`src/include/txfr_pkg.sv`:
```
/*
 * Constants for the transmit FIFO refill threshold block: the register map,
 * field positions, reset values and the bus idle count.
 * Assumes a 32-bit register port and a 9-bit empty-word count from the FIFO.
 */
package txfr_pkg;
    localparam int unsigned LEVEL_W = 9;
    localparam int unsigned DATA_W = 32;
    localparam logic [31:0] THRESH_ADDR = 32'h8001_00d4;
    localparam logic [31:0] STATUS_ADDR = 32'h8001_01f0;
    localparam logic [31:0] THRESH_RESET = 32'h0000_0000;
    localparam int unsigned HARD_LSB = 16;
    localparam int unsigned HARD_MSB = 24;
    localparam int unsigned SOFT_LSB = 0;
    localparam int unsigned SOFT_MSB = 8;
    localparam int unsigned STAT_SCHED = 0;
    localparam int unsigned STAT_IDLE = 1;
    localparam int unsigned STAT_REQ = 2;
    localparam logic [2:0] IDLE_CYCLES = 3'h4;
endpackage

```
`src/rtl/txfr_threshold.sv`:
```
/*
 * Transmit FIFO refill threshold logic: decides when a system-bus read is
 * scheduled to refill the transmit FIFO, holds the threshold register and
 * passes fetched words through a two-entry buffer.
 * Assumes all inputs come from logic on sys_clk_i and reset is synchronous.
 */
`timescale 1ns/100ps
// How it works
// - Programmed thresholds bound empty FIFO space before a refill request is scheduled.
// - Empty word count above a threshold schedules a bus refill request.
// - A scheduled request is held back while no transmit descriptor is active.
// - Two low bits of each threshold field are always zero.
// - Reserved bits of the threshold register carry no meaning; they read zero.
// - Soft threshold counts only after four quiet bus clocks.
// - Hard threshold schedules a request at once, whatever the bus does.
module txfr_threshold
(
    // Clock and resets.
    input wire logic sys_clk_i,
    input wire logic reset_i,
    input wire logic soft_reset_i,
    // Register port.
    input wire logic [31:0] reg_addr_i,
    input wire logic [31:0] reg_wdata_i,
    input wire logic reg_wr_i,
    input wire logic reg_rd_i,
    output logic [31:0] reg_rdata_o,
    // FIFO state and MAC resources.
    input wire logic [txfr_pkg::LEVEL_W-1:0] empty_words_i,
    input wire logic tx_desc_active_i,
    // System bus activity and request handshake.
    input wire logic bus_busy_i,
    output logic bus_req_o,
    input wire logic bus_ack_i,
    // Data from the system bus.
    input wire logic bus_data_valid_i,
    input wire logic [txfr_pkg::DATA_W-1:0] bus_data_i,
    output logic bus_data_ready_o,
    // Data into the transmit FIFO.
    output logic fifo_wr_valid_o,
    output logic [txfr_pkg::DATA_W-1:0] fifo_wr_data_o,
    input wire logic fifo_wr_ready_i
);
    localparam int unsigned LW = txfr_pkg::LEVEL_W;

    logic [LW-1:0] tx_hard_refill_level;
    logic [LW-1:0] tx_soft_refill_level;
    logic [2:0] idle_cnt;
    logic bus_idle;
    logic scheduled;
    logic hard_hit;
    logic soft_hit;
    logic next_scheduled;
    logic flush;

    assign flush = reset_i || soft_reset_i;
    assign bus_idle = (idle_cnt == txfr_pkg::IDLE_CYCLES);
    // A crossing needs strictly more empty words than the level, so an equal count stays quiet.
    assign hard_hit = empty_words_i > tx_hard_refill_level;
    assign soft_hit = bus_idle && (empty_words_i > tx_soft_refill_level);

    // Only chip reset clears the thresholds; soft reset keeps them.
    always_ff @(posedge sys_clk_i)
    begin
        if (reset_i)
        begin
            tx_hard_refill_level <= LW'(txfr_pkg::THRESH_RESET >> txfr_pkg::HARD_LSB);
            tx_soft_refill_level <= LW'(txfr_pkg::THRESH_RESET);
        end
        else if (reg_wr_i && reg_addr_i == txfr_pkg::THRESH_ADDR)
        begin
            // Low bits forced to zero so levels step by four words.
            tx_hard_refill_level <= {reg_wdata_i[txfr_pkg::HARD_MSB:txfr_pkg::HARD_LSB+2],
                2'b00};
            tx_soft_refill_level <= {reg_wdata_i[txfr_pkg::SOFT_MSB:txfr_pkg::SOFT_LSB+2],
                2'b00};
        end
    end

    // Read data stand only in the cycle after the strobe; otherwise the port shows zero.
    always_ff @(posedge sys_clk_i)
    begin
        if (reset_i)
        begin
            reg_rdata_o <= 32'h0000_0000;
        end
        else if (reg_rd_i && reg_addr_i == txfr_pkg::THRESH_ADDR)
        begin
            reg_rdata_o <= 32'h0000_0000;
            reg_rdata_o[txfr_pkg::HARD_MSB:txfr_pkg::HARD_LSB] <= tx_hard_refill_level;
            reg_rdata_o[txfr_pkg::SOFT_MSB:txfr_pkg::SOFT_LSB] <= tx_soft_refill_level;
        end
        else if (reg_rd_i && reg_addr_i == txfr_pkg::STATUS_ADDR)
        begin
            reg_rdata_o <= 32'h0000_0000;
            reg_rdata_o[txfr_pkg::STAT_SCHED] <= scheduled;
            reg_rdata_o[txfr_pkg::STAT_IDLE] <= bus_idle;
            reg_rdata_o[txfr_pkg::STAT_REQ] <= bus_req_o;
        end
        else
        begin
            reg_rdata_o <= 32'h0000_0000;
        end
    end

    // Counts quiet bus clocks and saturates once the bus is deemed idle.
    always_ff @(posedge sys_clk_i)
    begin
        if (flush || bus_busy_i)
        begin
            idle_cnt <= 3'h0;
        end
        else if (!bus_idle)
        begin
            idle_cnt <= idle_cnt + 3'h1;
        end
    end

    // A new crossing in the acknowledge cycle keeps the request scheduled.
    always_comb
    begin
        next_scheduled = scheduled;
        if (bus_ack_i)
        begin
            next_scheduled = 1'b0;
        end
        if (hard_hit || soft_hit)
        begin
            next_scheduled = 1'b1;
        end
    end

    // Scheduling goes on without a descriptor; only the request to the bus waits for one.
    always_ff @(posedge sys_clk_i)
    begin
        if (flush)
        begin
            scheduled <= 1'b0;
            bus_req_o <= 1'b0;
        end
        else
        begin
            scheduled <= next_scheduled;
            bus_req_o <= next_scheduled && tx_desc_active_i;
        end
    end

    // Soft reset empties the buffer too, so no stale word reaches the FIFO.
    txfr_skid_buf u_buf
    (
        .sys_clk_i(sys_clk_i),
        .reset_i(flush),
        .in_valid_i(bus_data_valid_i),
        .in_data_i(bus_data_i),
        .in_ready_o(bus_data_ready_o),
        .out_valid_o(fifo_wr_valid_o),
        .out_data_o(fifo_wr_data_o),
        .out_ready_i(fifo_wr_ready_i)
    );
endmodule

```
`src/rtl/txfr_skid_buf.sv`:
```
/*
 * Two-entry buffer in the transmit data path, from the system bus to the FIFO.
 * Assumes reset is synchronous and that the sink may stall at any time.
 */
`timescale 1ns/100ps
module txfr_skid_buf
(
    // Clock and reset.
    input wire logic sys_clk_i,
    input wire logic reset_i,
    // Filling side.
    input wire logic in_valid_i,
    input wire logic [txfr_pkg::DATA_W-1:0] in_data_i,
    output logic in_ready_o,
    // Draining side.
    output logic out_valid_o,
    output logic [txfr_pkg::DATA_W-1:0] out_data_o,
    input wire logic out_ready_i
);
    logic skid_valid;
    logic [txfr_pkg::DATA_W-1:0] skid_data;

    // The second entry catches a word taken while the output stalls.
    always_ff @(posedge sys_clk_i)
    begin
        if (reset_i)
        begin
            out_valid_o <= 1'b0;
            skid_valid <= 1'b0;
            in_ready_o <= 1'b1;
        end
        else if (!out_valid_o || out_ready_i)
        begin
            if (skid_valid)
            begin
                out_valid_o <= 1'b1;
                skid_valid <= 1'b0;
                in_ready_o <= 1'b1;
            end
            else
            begin
                out_valid_o <= in_valid_i && in_ready_o;
            end
        end
        else if (in_valid_i && in_ready_o)
        begin
            skid_valid <= 1'b1;
            in_ready_o <= 1'b0;
        end
    end

    always_ff @(posedge sys_clk_i)
    begin
        if (!out_valid_o || out_ready_i)
        begin
            out_data_o <= skid_valid ? skid_data : in_data_i;
        end
        if (out_valid_o && !out_ready_i && in_valid_i && in_ready_o)
        begin
            skid_data <= in_data_i;
        end
    end
endmodule

```
`config.mk`:
```
export PLATFORM = sky130hd
export DESIGN_NAME = txfr_threshold
export DESIGN_NICKNAME = d
export VERILOG_FILES = /design/src/include/txfr_pkg.sv /design/src/rtl/txfr_threshold.sv /design/src/rtl/txfr_skid_buf.sv
export SDC_FILE = /design/constraint.sdc
export NUM_CORES = 1
export LEC_CHECK = 0
export BUFFER_PORTS_ARGS = -buffer_cell sky130_fd_sc_hd__clkbuf_2
export CAP_MARGIN = 15
export CORE_MARGIN = 10
export CORE_UTILIZATION = 47
export CTS_CLUSTER_DIAMETER = 150
export CTS_CLUSTER_SIZE = 16
export DETAILED_ROUTE_END_ITERATION = 8
export PLACE_DENSITY = 0.79
export SYNTH_ARGS = -nofsm -noshare
export SYNTH_HDL_FRONTEND = slang
export SYNTH_SLANG_ARGS = --single-unit
```
`constraint.sdc`:
```
create_clock -name sys_clk_i -period 2.19 [get_ports sys_clk_i]
set_input_delay 0.1095 -clock sys_clk_i [delete_from_list [all_inputs] [get_ports sys_clk_i]]
set_output_delay 0.1095 -clock sys_clk_i [all_outputs]
set_load 0.01 [all_outputs]
```
After elaboration in Yosys (flattened, before gate mapping)
Cells that the tools add are included.
{"block": "totals", "wordCells": 51, "input_bits": 115, "register_bits": 118, "output_inout_bits": 67}
{"block": "classes", "reduce_logical": 20, "n_eq_ne": 4, "bitwise_logic": 1, "magnitude_cmp": 2, "add_sub_neg": 1, "n_mux": 9}
{"operator": "== test 32 bit (second input constant)", "count": 2}
{"operator": "2-to-1 mux 32 bit", "count": 1}
{"operator": "2-to-1 mux 25 bit", "count": 1}
{"operator": "greater-than comparator 9 bit", "count": 2}
{"operator": "logical AND 1 bit", "count": 9}
{"operator": "2-to-1 mux 1 bit", "count": 6}
{"operator": "logical OR 1 bit", "count": 4}
{"operator": "OR reduction 2 bit", "count": 2}
{"operator": "adder 3 x 1 -> 3 bit (second input constant)", "count": 1}
{"operator": "== test 3 bit (second input constant)", "count": 1}
{"operator": "2-to-1 mux 3 bit", "count": 1}
{"operator": "OR reduction 3 bit", "count": 1}
{"operator": "zero test 1 bit", "count": 2}
{"operator": "inequality test 2 x 1 -> 1 bit (second input constant)", "count": 1}
{"operator": "AND reduction 2 bit", "count": 1}
{"operator": "nonzero test 2 bit", "count": 1}
{"operator": "inverter 1 bit", "count": 1}

Logic depth before layout (Yosys ltp)
Gate-level depths: netlist (run 1).
{"block": "depth", "word_depth": 5, "mapped_depth": 7, "ltp_nobuf": 7}

By module
A second synthesis (run 1) with hierarchy kept.
{"block": "unflattened", "cells_unflattened": 297, "hier_area_um2": 4390.5}
{"mod": "txfr_skid_buf", "seq_area_each_um2": 1981.9, "n_inst": 1, "cells_per_inst": 112, "area_per_inst_um2": 2570.0}
{"mod": "txfr_threshold", "seq_area_each_um2": 700.7, "n_inst": 1, "cells_per_inst": 185, "area_per_inst_um2": 1820.5}

Worst setup path before layout (run 1)
Ideal clock, no wire load.
{"block": "synth_path", "path_type": "register to register", "start": "reg u_buf.out_valid_o", "end": "reg u_buf.skid_data[0] (netlist name), enable pin", "setup_time_ns": 0.392, "t_required_ns": 1.798, "period_less_slack_ns": 1.800, "stages_incl_launch_ff": 3, "path_slack_ns": 0.390, "arrival_ns": 1.408, "n_path_buf": 0, "cell_sequence": "dfxtp_1 nor2b_1 and3_1"}
{"block": "synth_via", "elab_chain_len": 3}
{"element": "start: declaration", "line_no": "txfr_skid_buf.sv:16", "source": "output logic out_valid_o,"}
{"element": "start signal: assignment", "line_no": "txfr_skid_buf.sv:42", "source": "out_valid_o <= in_valid_i && in_ready_o;"}
{"element": "logical AND 1 bit (3 in series)", "line_no": "txfr_skid_buf.sv:58", "source": "if (out_valid_o && !out_ready_i && in_valid_i && in_ready_o)"}
{"element": "end signal: assignment", "line_no": "txfr_skid_buf.sv:60", "source": "skid_data <= in_data_i;"}
{"element": "end: declaration", "line_no": "txfr_skid_buf.sv:21", "source": "logic [txfr_pkg::DATA_W-1:0] skid_data;"}
No other way between the ends.
A chain may end at the register's enable or synchronous reset.

Worst setup path in the final report (run 1)
{"block": "layout_path", "start": "reg tx_hard_refill_level[7]", "end": "reg bus_req_o"}
{"block": "layout_via", "elab_chain_len": 4}
{"element": "start: declaration", "line_no": "txfr_threshold.sv:46", "source": "logic [LW-1:0] tx_hard_refill_level;"}
{"element": "start signal: assignment", "line_no": "txfr_threshold.sv:67", "source": "tx_hard_refill_level <= LW'(txfr_pkg::THRESH_RESET >> txfr_pkg::HARD_LSB);"}
{"element": "start signal: assignment", "line_no": "txfr_threshold.sv:73", "source": "tx_hard_refill_level <= {reg_wdata_i[txfr_pkg::HARD_MSB:txfr_pkg::HARD_LSB+2],"}
{"element": "greater-than comparator 9 bit", "line_no": "txfr_threshold.sv:59", "source": "assign hard_hit = empty_words_i > tx_hard_refill_level;"}
{"element": "logical OR 1 bit", "line_no": "txfr_threshold.sv:127", "source": "if (hard_hit || soft_hit)"}
{"element": "2-to-1 mux 1 bit", "line_no": "txfr_threshold.sv:127"}
{"element": "logical AND 1 bit", "line_no": "txfr_threshold.sv:144", "source": "bus_req_o <= next_scheduled && tx_desc_active_i;"}
{"element": "end signal: assignment", "line_no": "txfr_threshold.sv:144"}
{"element": "end: declaration", "line_no": "txfr_threshold.sv:33", "source": "output logic bus_req_o,"}
No other way between the ends.

==> results of run 1 <==
[metal layers]
layer  track usage [%]  vias up
met5                 0        -
met4              3.47        0
met3              8.23        4
met2              26.5      130
li1                  -     1443
met1              17.5     1401
[power breakdown]
part           switching, mW  internal [mW]  total, mW
sequential            0.0156           2.09       2.11
combinational          0.160          0.189      0.349
clock                  0.653          0.426       1.08
[area by class of cell]
class / count / area (µm²) / area share, %
timing repair buffer: 197 / 1250 / 22.0
inverter: 17 / 63.8 / 1.13
sequential: 102 / 2680 / 47.4
tap: 108 / 135 / 2.39
multi-input combinational: 167 / 1350 / 23.8
clock inverter: 7 / 56.3 / 0.996
clock buffer: 9 / 124 / 2.19
[cell families after synthesis]
logic type,share of synthesized area (%)
AOI/OAI and AO/OA,2.52
xor gates and xnor gates,0.207
adders and majority gates,4.74
buffers and inverters,5.98
DFF,63.5
muxes,11.8
other,0.0888
and+or+nand+nor,11.1
[stage by stage]
step,utilization (%),cells
after floorplan,-,310
after global routing,64.8,607
after detailed placement,57.7,547
after CTS,64.8,607
after global placement,57.7,547
final,64.8,607
[what timing repair did]
item	CTS	global route
endpoints found under the hold margin	44	0
buffers inserted	0	0
hold buffers	44	0
[placed cells by master (no fill, tap or decap), types with 2 or more instances in the layout]
master and n:
clkbuf_2 147, edfxtp_1 64, dlygate4sd3_1 44, dfxtp_1 38, mux2_2 32, nor2_1 21
inv_1 17, ha_1 16, conb_1 16, and2_1 15, mux2i_1 14, clkbuf_8 9
a21oi_1 8, nor4_1 4, buf_4 4, nor2b_1 3, nand2_1 3, nor4b_2 3
nand4_1 3, a211oi_1 3, or3_1 2, nor3_1 2, nand3b_1 2, o21ai_0 2
nand3_1 2, clkinvlp_4 2, clkinv_4 2, buf_12 2
[sequential cells by signal, summed over array words and instances (netlist names)]
register,flops
tx_hard_refill_level,7
tx_soft_refill_level,7
u_buf.out_data_o,32
u_buf.skid_data,32
idle_cnt,3
u_buf.out_valid_o,1
bus_req_o,1
u_buf.in_ready_o,1
scheduled,1
reg_rdata_o,16
u_buf.skid_valid,1
[worst register-to-register path, delay by kind of cell, from the launching register on]
kind            cells  cell delay, ns
flops               1            0.36
compound gates      2            0.60
fa+ha+maj           1            0.28
simple gates        3            0.42
buf+inv             1            0.05
[worst paths after layout]
check	end	start	slack, ns	cells after the start
setup / recovery	bus_req_o	tx_hard_refill_level[7]	0.42	7
hold / removal	tx_hard_refill_level[5]	reg_wdata_i[21]	0.02	3
setup reg to reg	bus_req_o	tx_hard_refill_level[7]	0.42	7
hold reg to reg	reg_rdata_o[0]	scheduled	0.48	1
==> impl_metrics.yaml, run 1 <==
clock_tree:
  cts.path.max_buffers: 2
  cts_tree: "yes"
  clk_pin_slew_ns: 0.10
  ctsResizeCount: 0
  root_buffer: "clkbuf_8"
  numCtsBuffers: 9
  insertion_delay_ns: 0.36
  clkSinkCount: 102
  htreeDepth: 3
final_layout:
  layout.nets: 625
  syn_to_final_growth_pct: 33.8
  nFillCells: 650
  drive_gt1_share_pct: 41.9
  diodes: 0
  final_cell_area_um2: 5650
synthesis:
  yosysUniqueCellTypes: 43
  syn-cell-area_um2: 4230
  asyncSetResetFlopFracSynth_pct: 0
  ys_ff_latch: 102
  yosysMostFrequentCell: "edfxtp_1"
  dominantRegCellSynth: "edfxtp_1"
  synth-edff-count: 64
  avgSynthCellArea_um2: 14.3
  synth_seq_area_share_pct: 63.5
  synth_commonest_cells: "edfxtp_1 (64), dfxtp_1 (38), mux2_2 (32)"
  synth_area_leaders: "edfxtp_1 (45%), dfxtp_1 (18%), mux2_2 (8.5%)"
  synth_top_area_share_pct: 45.5
  syn-instance-count: 295
  ys.warnings.count: 0
  synth_top_area_cell: "edfxtp_1"
die:
  start_util_pct: 48.5
  core_area_um2: 8720
  rows: 34
  dieWidth_um: 115
  io-pin-count: 182
  die_h_um: 115
  dieArea_um2: 13200
timing:
  setup_ws_ns: 0.422
  grt_setup_unrepaired: "false"
  fin_crit_sh_pct: 80.7
  final-setup-viol-count: 0
  finalSetupTns_ns: 0
  slew_violations: 0
  hold_ws_ns: 0.0181
  max_freq_mhz: 566
  hold_viol_final: 0
  finalClockSkew_ns: 0.0140
  finalCriticalPeriod_ns: 1.77
detailed_routing:
  vias: 2978
  wl_met3_um: 1250
  met1_length_um: 4160
  routed_wl_um: 10400
  ant_nets: 0
  dr_wl_met2_um: 4990
  wl_per_cell_um: 17.2
  first_iter_violations: 114
  drtPass1Iterations: 4
  viasPerCell: 4.91
  highest_layer: "met4"
  drc_errors: 0
power_and_ir_drop:
  finalPower_mw: 3.54
  power_density_nw_per_um2: 625
  leakage_nw: 2.37
  ir_drop_mv: 0.310
grt:
  grt_usage_pct: 15.8
  grt_max_degree: 25
  grt_pass1_vias: 3295
  grt_pass1_wl_um: 16500
  antenna_found_initial: 0
  grt_overflow_total: 0
critical_path:
  arrival_ns: 2.06
  critical-path-top-delay-family: "compound AO/OA/AOI/OAI gates"
  cp-start-kind: "flop"
  slowest_stage: "o41ai_1"
  critPathCaptureType: "flop"
  cp.required_ns: 2.48
  critPathBufInv: 1
  critical_path_class: "flop to flop"
  critical_path.cell_chain: "inv_1 -> ha_1 -> nand4_1 -> a21oi_1 -> nor4_1 -> o41ai_1 -> and2_1"
  max_stage_delay_ns: 0.45
  critPathMaxFanout: 3
place:
  port_buffers: 147
  place_ws_ns: 0.466
  dp_hpwl_um: 7900
  place_area_um2: 5030
  place.gp.congestion: 0.816
hold_path:
  min_path_type: "primary input to flop"
outcome:
  status: "complete, no violations"
job:
  drv_cap: 0
Power figures use the tool's default switching activity.
==> inputs of run 2 (changes only) <==
clock period = 1.8 ns   (was 2.19 ns; I/O delays follow)
==> impl_metrics.yaml, run 2 (same netlist as run 1, synthesis figures left out) <==
outcome:
  status: "complete, no violations"
critical_path:
  critPathMaxFanout: 3
  critPathCaptureType: "flop"
  critical_path_class: "flop to flop"
  cp-start-kind: "flop"
  arrival_ns: 1.98
  worstSetupStartpoint: "tx_hard_refill_level[7]"
  reg2reg_from: "tx_hard_refill_level[7]"
  cp.required_ns: 2.10
power_and_ir_drop:
  comb_power_share_pct: 10.1
  seqPwrFrac_pct: 59.5
  swShare_pct: 23.4
  ir_drop_mv: 0.350
  cellInternalPower_mw: 3.30
  finalPower_mw: 4.31
  power_density_nw_per_um2: 755
  p_clk_share_pct: 30.4
  leakage_nw: 2.39
  p_sw_mw: 1.01
clock_tree:
  cts.path.max_buffers: 2
  root_buffer: "clkbuf_8"
  insertion_delay_ns: 0.35
  htreeDepth: 3
  numCtsBuffers: 9
  cts_tree: "yes"
  clkSinkCount: 102
  clk_pin_slew_ns: 0.11
timing:
  final-setup-viol-count: 0
  finalSetupTns_ns: 0
  max_freq_mhz: 595
  hold_ws_ns: 0.0254
  hold_viol_final: 0
  setup_ws_ns: 0.119
  fin_crit_sh_pct: 93.4
  slew_violations: 0
  finalClockSkew_ns: 0.0123
  finalCriticalPeriod_ns: 1.68
final_layout:
  fin_cells: 611
  drive_gt1_share_pct: 42.7
  reg_top3: "u_buf.out_data_o (32), u_buf.skid_data (32), reg_rdata_o (16)"
  syn_to_final_growth_pct: 35.1
  final_common_cell: "clkbuf_2"
  diodes: 0
  layout.nets: 629
  final_cell_area_um2: 5710
  final_core_util_pct: 65.5
  final_cell_mix: "clkbuf_2 (147), edfxtp_1 (64), dlygate4sd3_1 (47)"
job:
  drv_cap: 0
detailed_routing:
  ant_nets: 0
  drtPass1Iterations: 4
  first_iter_violations: 121
  drc_errors: 0
  wl_per_cell_um: 17.4
  viasPerCell: 4.85
  vias: 2963
  routed_wl_um: 10600
grt:
  grt_max_degree: 27
  grt_overflow_total: 0
  grt_pass1_vias: 3376
  antenna_found_initial: 0
  grt_usage_pct: 16.2
  grt_pass1_wl_um: 17000
place:
  dp_hpwl_um: 7970
  port_buffers: 147
  place_area_um2: 5040
  place_inst: 548
  place.gp.congestion: 0.848
  place_ws_ns: 0.151
die:
  start_util_pct: 48.5
  io-pin-count: 182
  die_h_um: 115
  dieArea_um2: 13200
  core_area_um2: 8720
  rows: 34
  dieWidth_um: 115
hold_path:
  min_from: "reg_wdata_i[19]"
  min_path_type: "primary input to flop"
-- run 2: what timing repair did --
| action | CTS | global route |
|---|---|---|
| resized for setup | 0 | 3 |
| setup buffers | 0 | 0 |
| hold buffers | 47 | 0 |
| endpoints found under the setup margin | 0 | 1 |
| hold endpoints to repair | 47 | 0 |
-- run 2: final cells by class --
type,count,area (µm²)
clock inverters,7,52.6
repair buffers,201,1280
clock buffers,9,124
fillers,619,3010
inverters,17,63.8
multi-input cells,167,1370
well taps,108,135
flip-flops and latches,102,2680
-- run 2: worst paths after layout --
path                                                 to  slack, ns  depth (start not counted)
worst max-delay path                          bus_req_o       0.12                          7
worst min-delay path            tx_hard_refill_level[3]       0.03                          3
worst max register to register                bus_req_o       0.12                          7
worst min register to register           reg_rdata_o[4]       0.49                          1
-- run 2: routing by layer --
layer	track usage (%)	vias up	part of all wire, %	wire, µm
met2	27.9	139	49	5190
li1	-	1448	-	-
met1	17.1	1366	38	4070
met3	8.65	10	12	1270
met4	4.13	0	1.1	118
met5	0	-	0	0
-- run 2: worst max-delay path, cell delays in order (launching register included) --
cell and delay (ns):
dfxtp_1 0.36, inv_1 0.05, ha_1 0.28, nand4_1 0.14, a21oi_1 0.20, nor4_2 0.07, o41ai_2 0.34, and2_1 0.18
-- run 2: power groups by stage --
stage          Clock (mW)  Combinational (mW)  Sequential [mW]
2_1_floorplan           0               0.142             2.64
6_report             1.31               0.437             2.56
3_5_place_dp            0               0.349             2.62
3_3_place_gp            0               0.339             2.61
4_1_cts              1.34               0.433             2.57
5_1_grt              1.43               0.482             2.57
==> inputs of run 3 (changes only) <==
CORE_UTILIZATION = 48   (was 47)
PLACE_DENSITY = 0.8   (was 0.79)
SYNTH_HIERARCHICAL = 1   (was default)
==> impl_metrics.yaml, run 3 <==
synthesis:
  yosysUniqueCellTypes: 43
  synth_top_family_by_area: "multiplexers"
  synth_top_area_cell: "edfxtp_1"
  yosysMostFrequentCell: "edfxtp_1"
  synth_top_area_share_pct: 43.8
  synth_xor_area_share_pct: 0.199
  synth_commonest_cells: "edfxtp_1 (64), dfxtp_1 (38), mux2_4 (29)"
  yosys.area_share.simple_pct: 10.9
  dominantRegCellSynth: "edfxtp_1"
  syn-instance-count: 297
  synth-compound-area-share_pct: 2.25
  synth_area_leaders: "edfxtp_1 (44%), dfxtp_1 (17%), mux2_4 (9.9%)"
  asyncSetResetFlopFracSynth_pct: 0
  muxShareOfSynthArea_pct: 13.9
  synthAdderAreaFrac_pct: 4.56
  syn-cell-area_um2: 4390
  avgSynthCellArea_um2: 14.8
  ys_ff_latch: 102
  ys.warnings.count: 6
  synth-edff-count: 64
  synth_seq_area_share_pct: 61.1
detailed_routing:
  first_iter_violations: 90
  ant_nets: 0
  viasPerCell: 4.90
  wl_per_cell_um: 17.5
  routed_wl_um: 10700
  drc_errors: 0
  vias: 3006
  drtPass1Iterations: 4
grt:
  met2_usage_pct: 28.0
  top_usage_layer: "met2"
  grt_pass1_wl_um: 16700
  grt_max_degree: 36
  antenna_found_initial: 0
  grt_pass1_vias: 3335
  grt_usage_pct: 15.7
  gr-usage-met3_pct: 7.29
  grt_use_met1_pct: 16.4
  grt_overflow_total: 0
final_layout:
  layout.nets: 631
  final_common_cell: "clkbuf_2"
  diodes: 0
  syn_to_final_growth_pct: 33.3
  final_cell_mix: "clkbuf_2 (147), edfxtp_1 (64), dlygate4sd3_1 (47)"
  reg_top3: "u_buf/out_data_o (32), u_buf/skid_data (32), reg_rdata_o (16)"
  drive_gt1_share_pct: 42.4
  nFillCells: 615
  final_core_util_pct: 66.5
timing:
  finalSetupTns_ns: 0
  hold_viol_final: 0
  max_freq_mhz: 568
  fin_crit_sh_pct: 97.8
  finalClockSkew_ns: 0.0122
  final-setup-viol-count: 0
  hold_ws_ns: 0.0402
  grt_setup_unrepaired: "false"
  finalCriticalPeriod_ns: 1.76
  slew_violations: 0
power_and_ir_drop:
  p_clk_share_pct: 32.6
  seqPwrFrac_pct: 57.2
  p_sw_mw: 1.02
  ir_drop_mv: 0.458
  finalPower_mw: 4.48
  swShare_pct: 22.8
  comb_power_share_pct: 10.2
  leakage_nw: 2.52
  cellInternalPower_mw: 3.46
  power_density_nw_per_um2: 766
clock_tree:
  htreeDepth: 3
  insertion_delay_ns: 0.35
  clk_pin_slew_ns: 0.10
  clkSinkCount: 102
  cts_tree: "yes"
  cts_setup_buffers: 0
  numCtsBuffers: 9
  cts.path.max_buffers: 2
  root_buffer: "clkbuf_8"
critical_path:
  arrival_ns: 2.01
  critical_path_class: "flop to flop"
  critPathBufInv: 1
  slowest_stage: "dfxtp_1"
  critical-path-top-delay-family: "simple AND/OR/NAND/NOR gates"
  critPathMaxFanout: 3
  cp.required_ns: 2.05
  max_stage_delay_ns: 0.36
  cp-start-kind: "flop"
  cpMostUsedCell: "a21oi_1"
  critical_path.cell_chain: "inv_1 -> ha_1 -> a21oi_1 -> a21oi_1 -> nor4_1 -> o31ai_1 -> and2_1"
  critPathCaptureType: "flop"
die:
  die_h_um: 116
  rows: 34
  dieWidth_um: 116
  core_area_um2: 8810
  dieArea_um2: 13400
  start_util_pct: 49.9
  io-pin-count: 182
job:
  drv_cap: 0
place:
  place.gp.congestion: 0.783
  dp_hpwl_um: 8080
  port_buffers: 147
hold_path:
  min_path_type: "primary input to flop"
outcome:
  status: "complete, no violations"
## run 3: final timing paths
path,from,cells past startpoint,endpoint,slack [ns]
min reg2reg,scheduled,1,reg_rdata_o[0],0.48
max,tx_hard_refill_level[4],7,bus_req_o,0.04
min,bus_busy_i,3,idle_cnt[0],0.04
max reg2reg,tx_hard_refill_level[4],7,bus_req_o,0.04
## run 3: cells by family after synthesis
| group | count (synthesis) |
|---|---|
| flip-flops | 102 |
| AND/OR/NAND/NOR | 74 |
| multiplexers | 46 |
| buffers and inverters | 41 |
| adder cells (fa/ha/maj) | 16 |
| AO/OA/AOI/OAI | 16 |
| other | 1 |
| XOR/XNOR | 1 |
## run 3: per-stage QoR
| step | worst slack (ns) | cells | instance area, µm² |
|---|---|---|---|
| 6_report | 0.0403 | 613 | 5850 |
| 5_1_grt | 0.0149 | 613 | 5850 |
| 4_1_cts | 0.0796 | 613 | 5850 |
| 3_5_place_dp | 0.134 | 550 | 5180 |
| 3_3_place_gp | 0.252 | 550 | 5180 |
| 2_1_floorplan | 0.186 | 312 | 4460 |
## run 3: repair_timing
item	CTS	global route
hold buffers	47	0
gates resized for setup	0	0
hold endpoints to repair	47	0
## run 3: final cells by class
type | count | area, µm² | share of cell area (%)
clock buffer | 9 | 124 | 2.12
clock inverter | 7 | 78.8 | 1.35
inverter | 17 | 63.8 | 1.09
multi-input combinational | 169 | 1470 | 25.1
sequential | 102 | 2680 | 45.9
tap | 108 | 135 | 2.31
timing repair buffer | 201 | 1300 | 22.1
## run 3: worst reg2reg max path: cells and delay by family, from the launching register on
kind | cells | cell delay, ns
buffers and inverters | 1 | 0.05
adder cells (fa/ha/maj) | 1 | 0.30
AO/OA/AOI/OAI | 3 | 0.43
AND/OR/NAND/NOR | 2 | 0.53
flip-flops | 1 | 0.36
## run 3: power groups by stage
stage                     clock, mW  sequential (mW)  combinational [mW]
after CTS                      1.50             2.57               0.455
final                          1.46             2.57               0.456
after detailed placement          0             2.62               0.371
after floorplan                   0             2.65               0.170
after global placement            0             2.62               0.357
after global routing           1.60             2.57               0.497
## run 3: per-layer routing
layer	wire [µm]	share of wire [%]	up-vias
met5	0	0	-
met2	5300	49	133
met3	1150	11	14
met4	148	1.4	0
met1	4150	39	1406
li1	-	-	1453
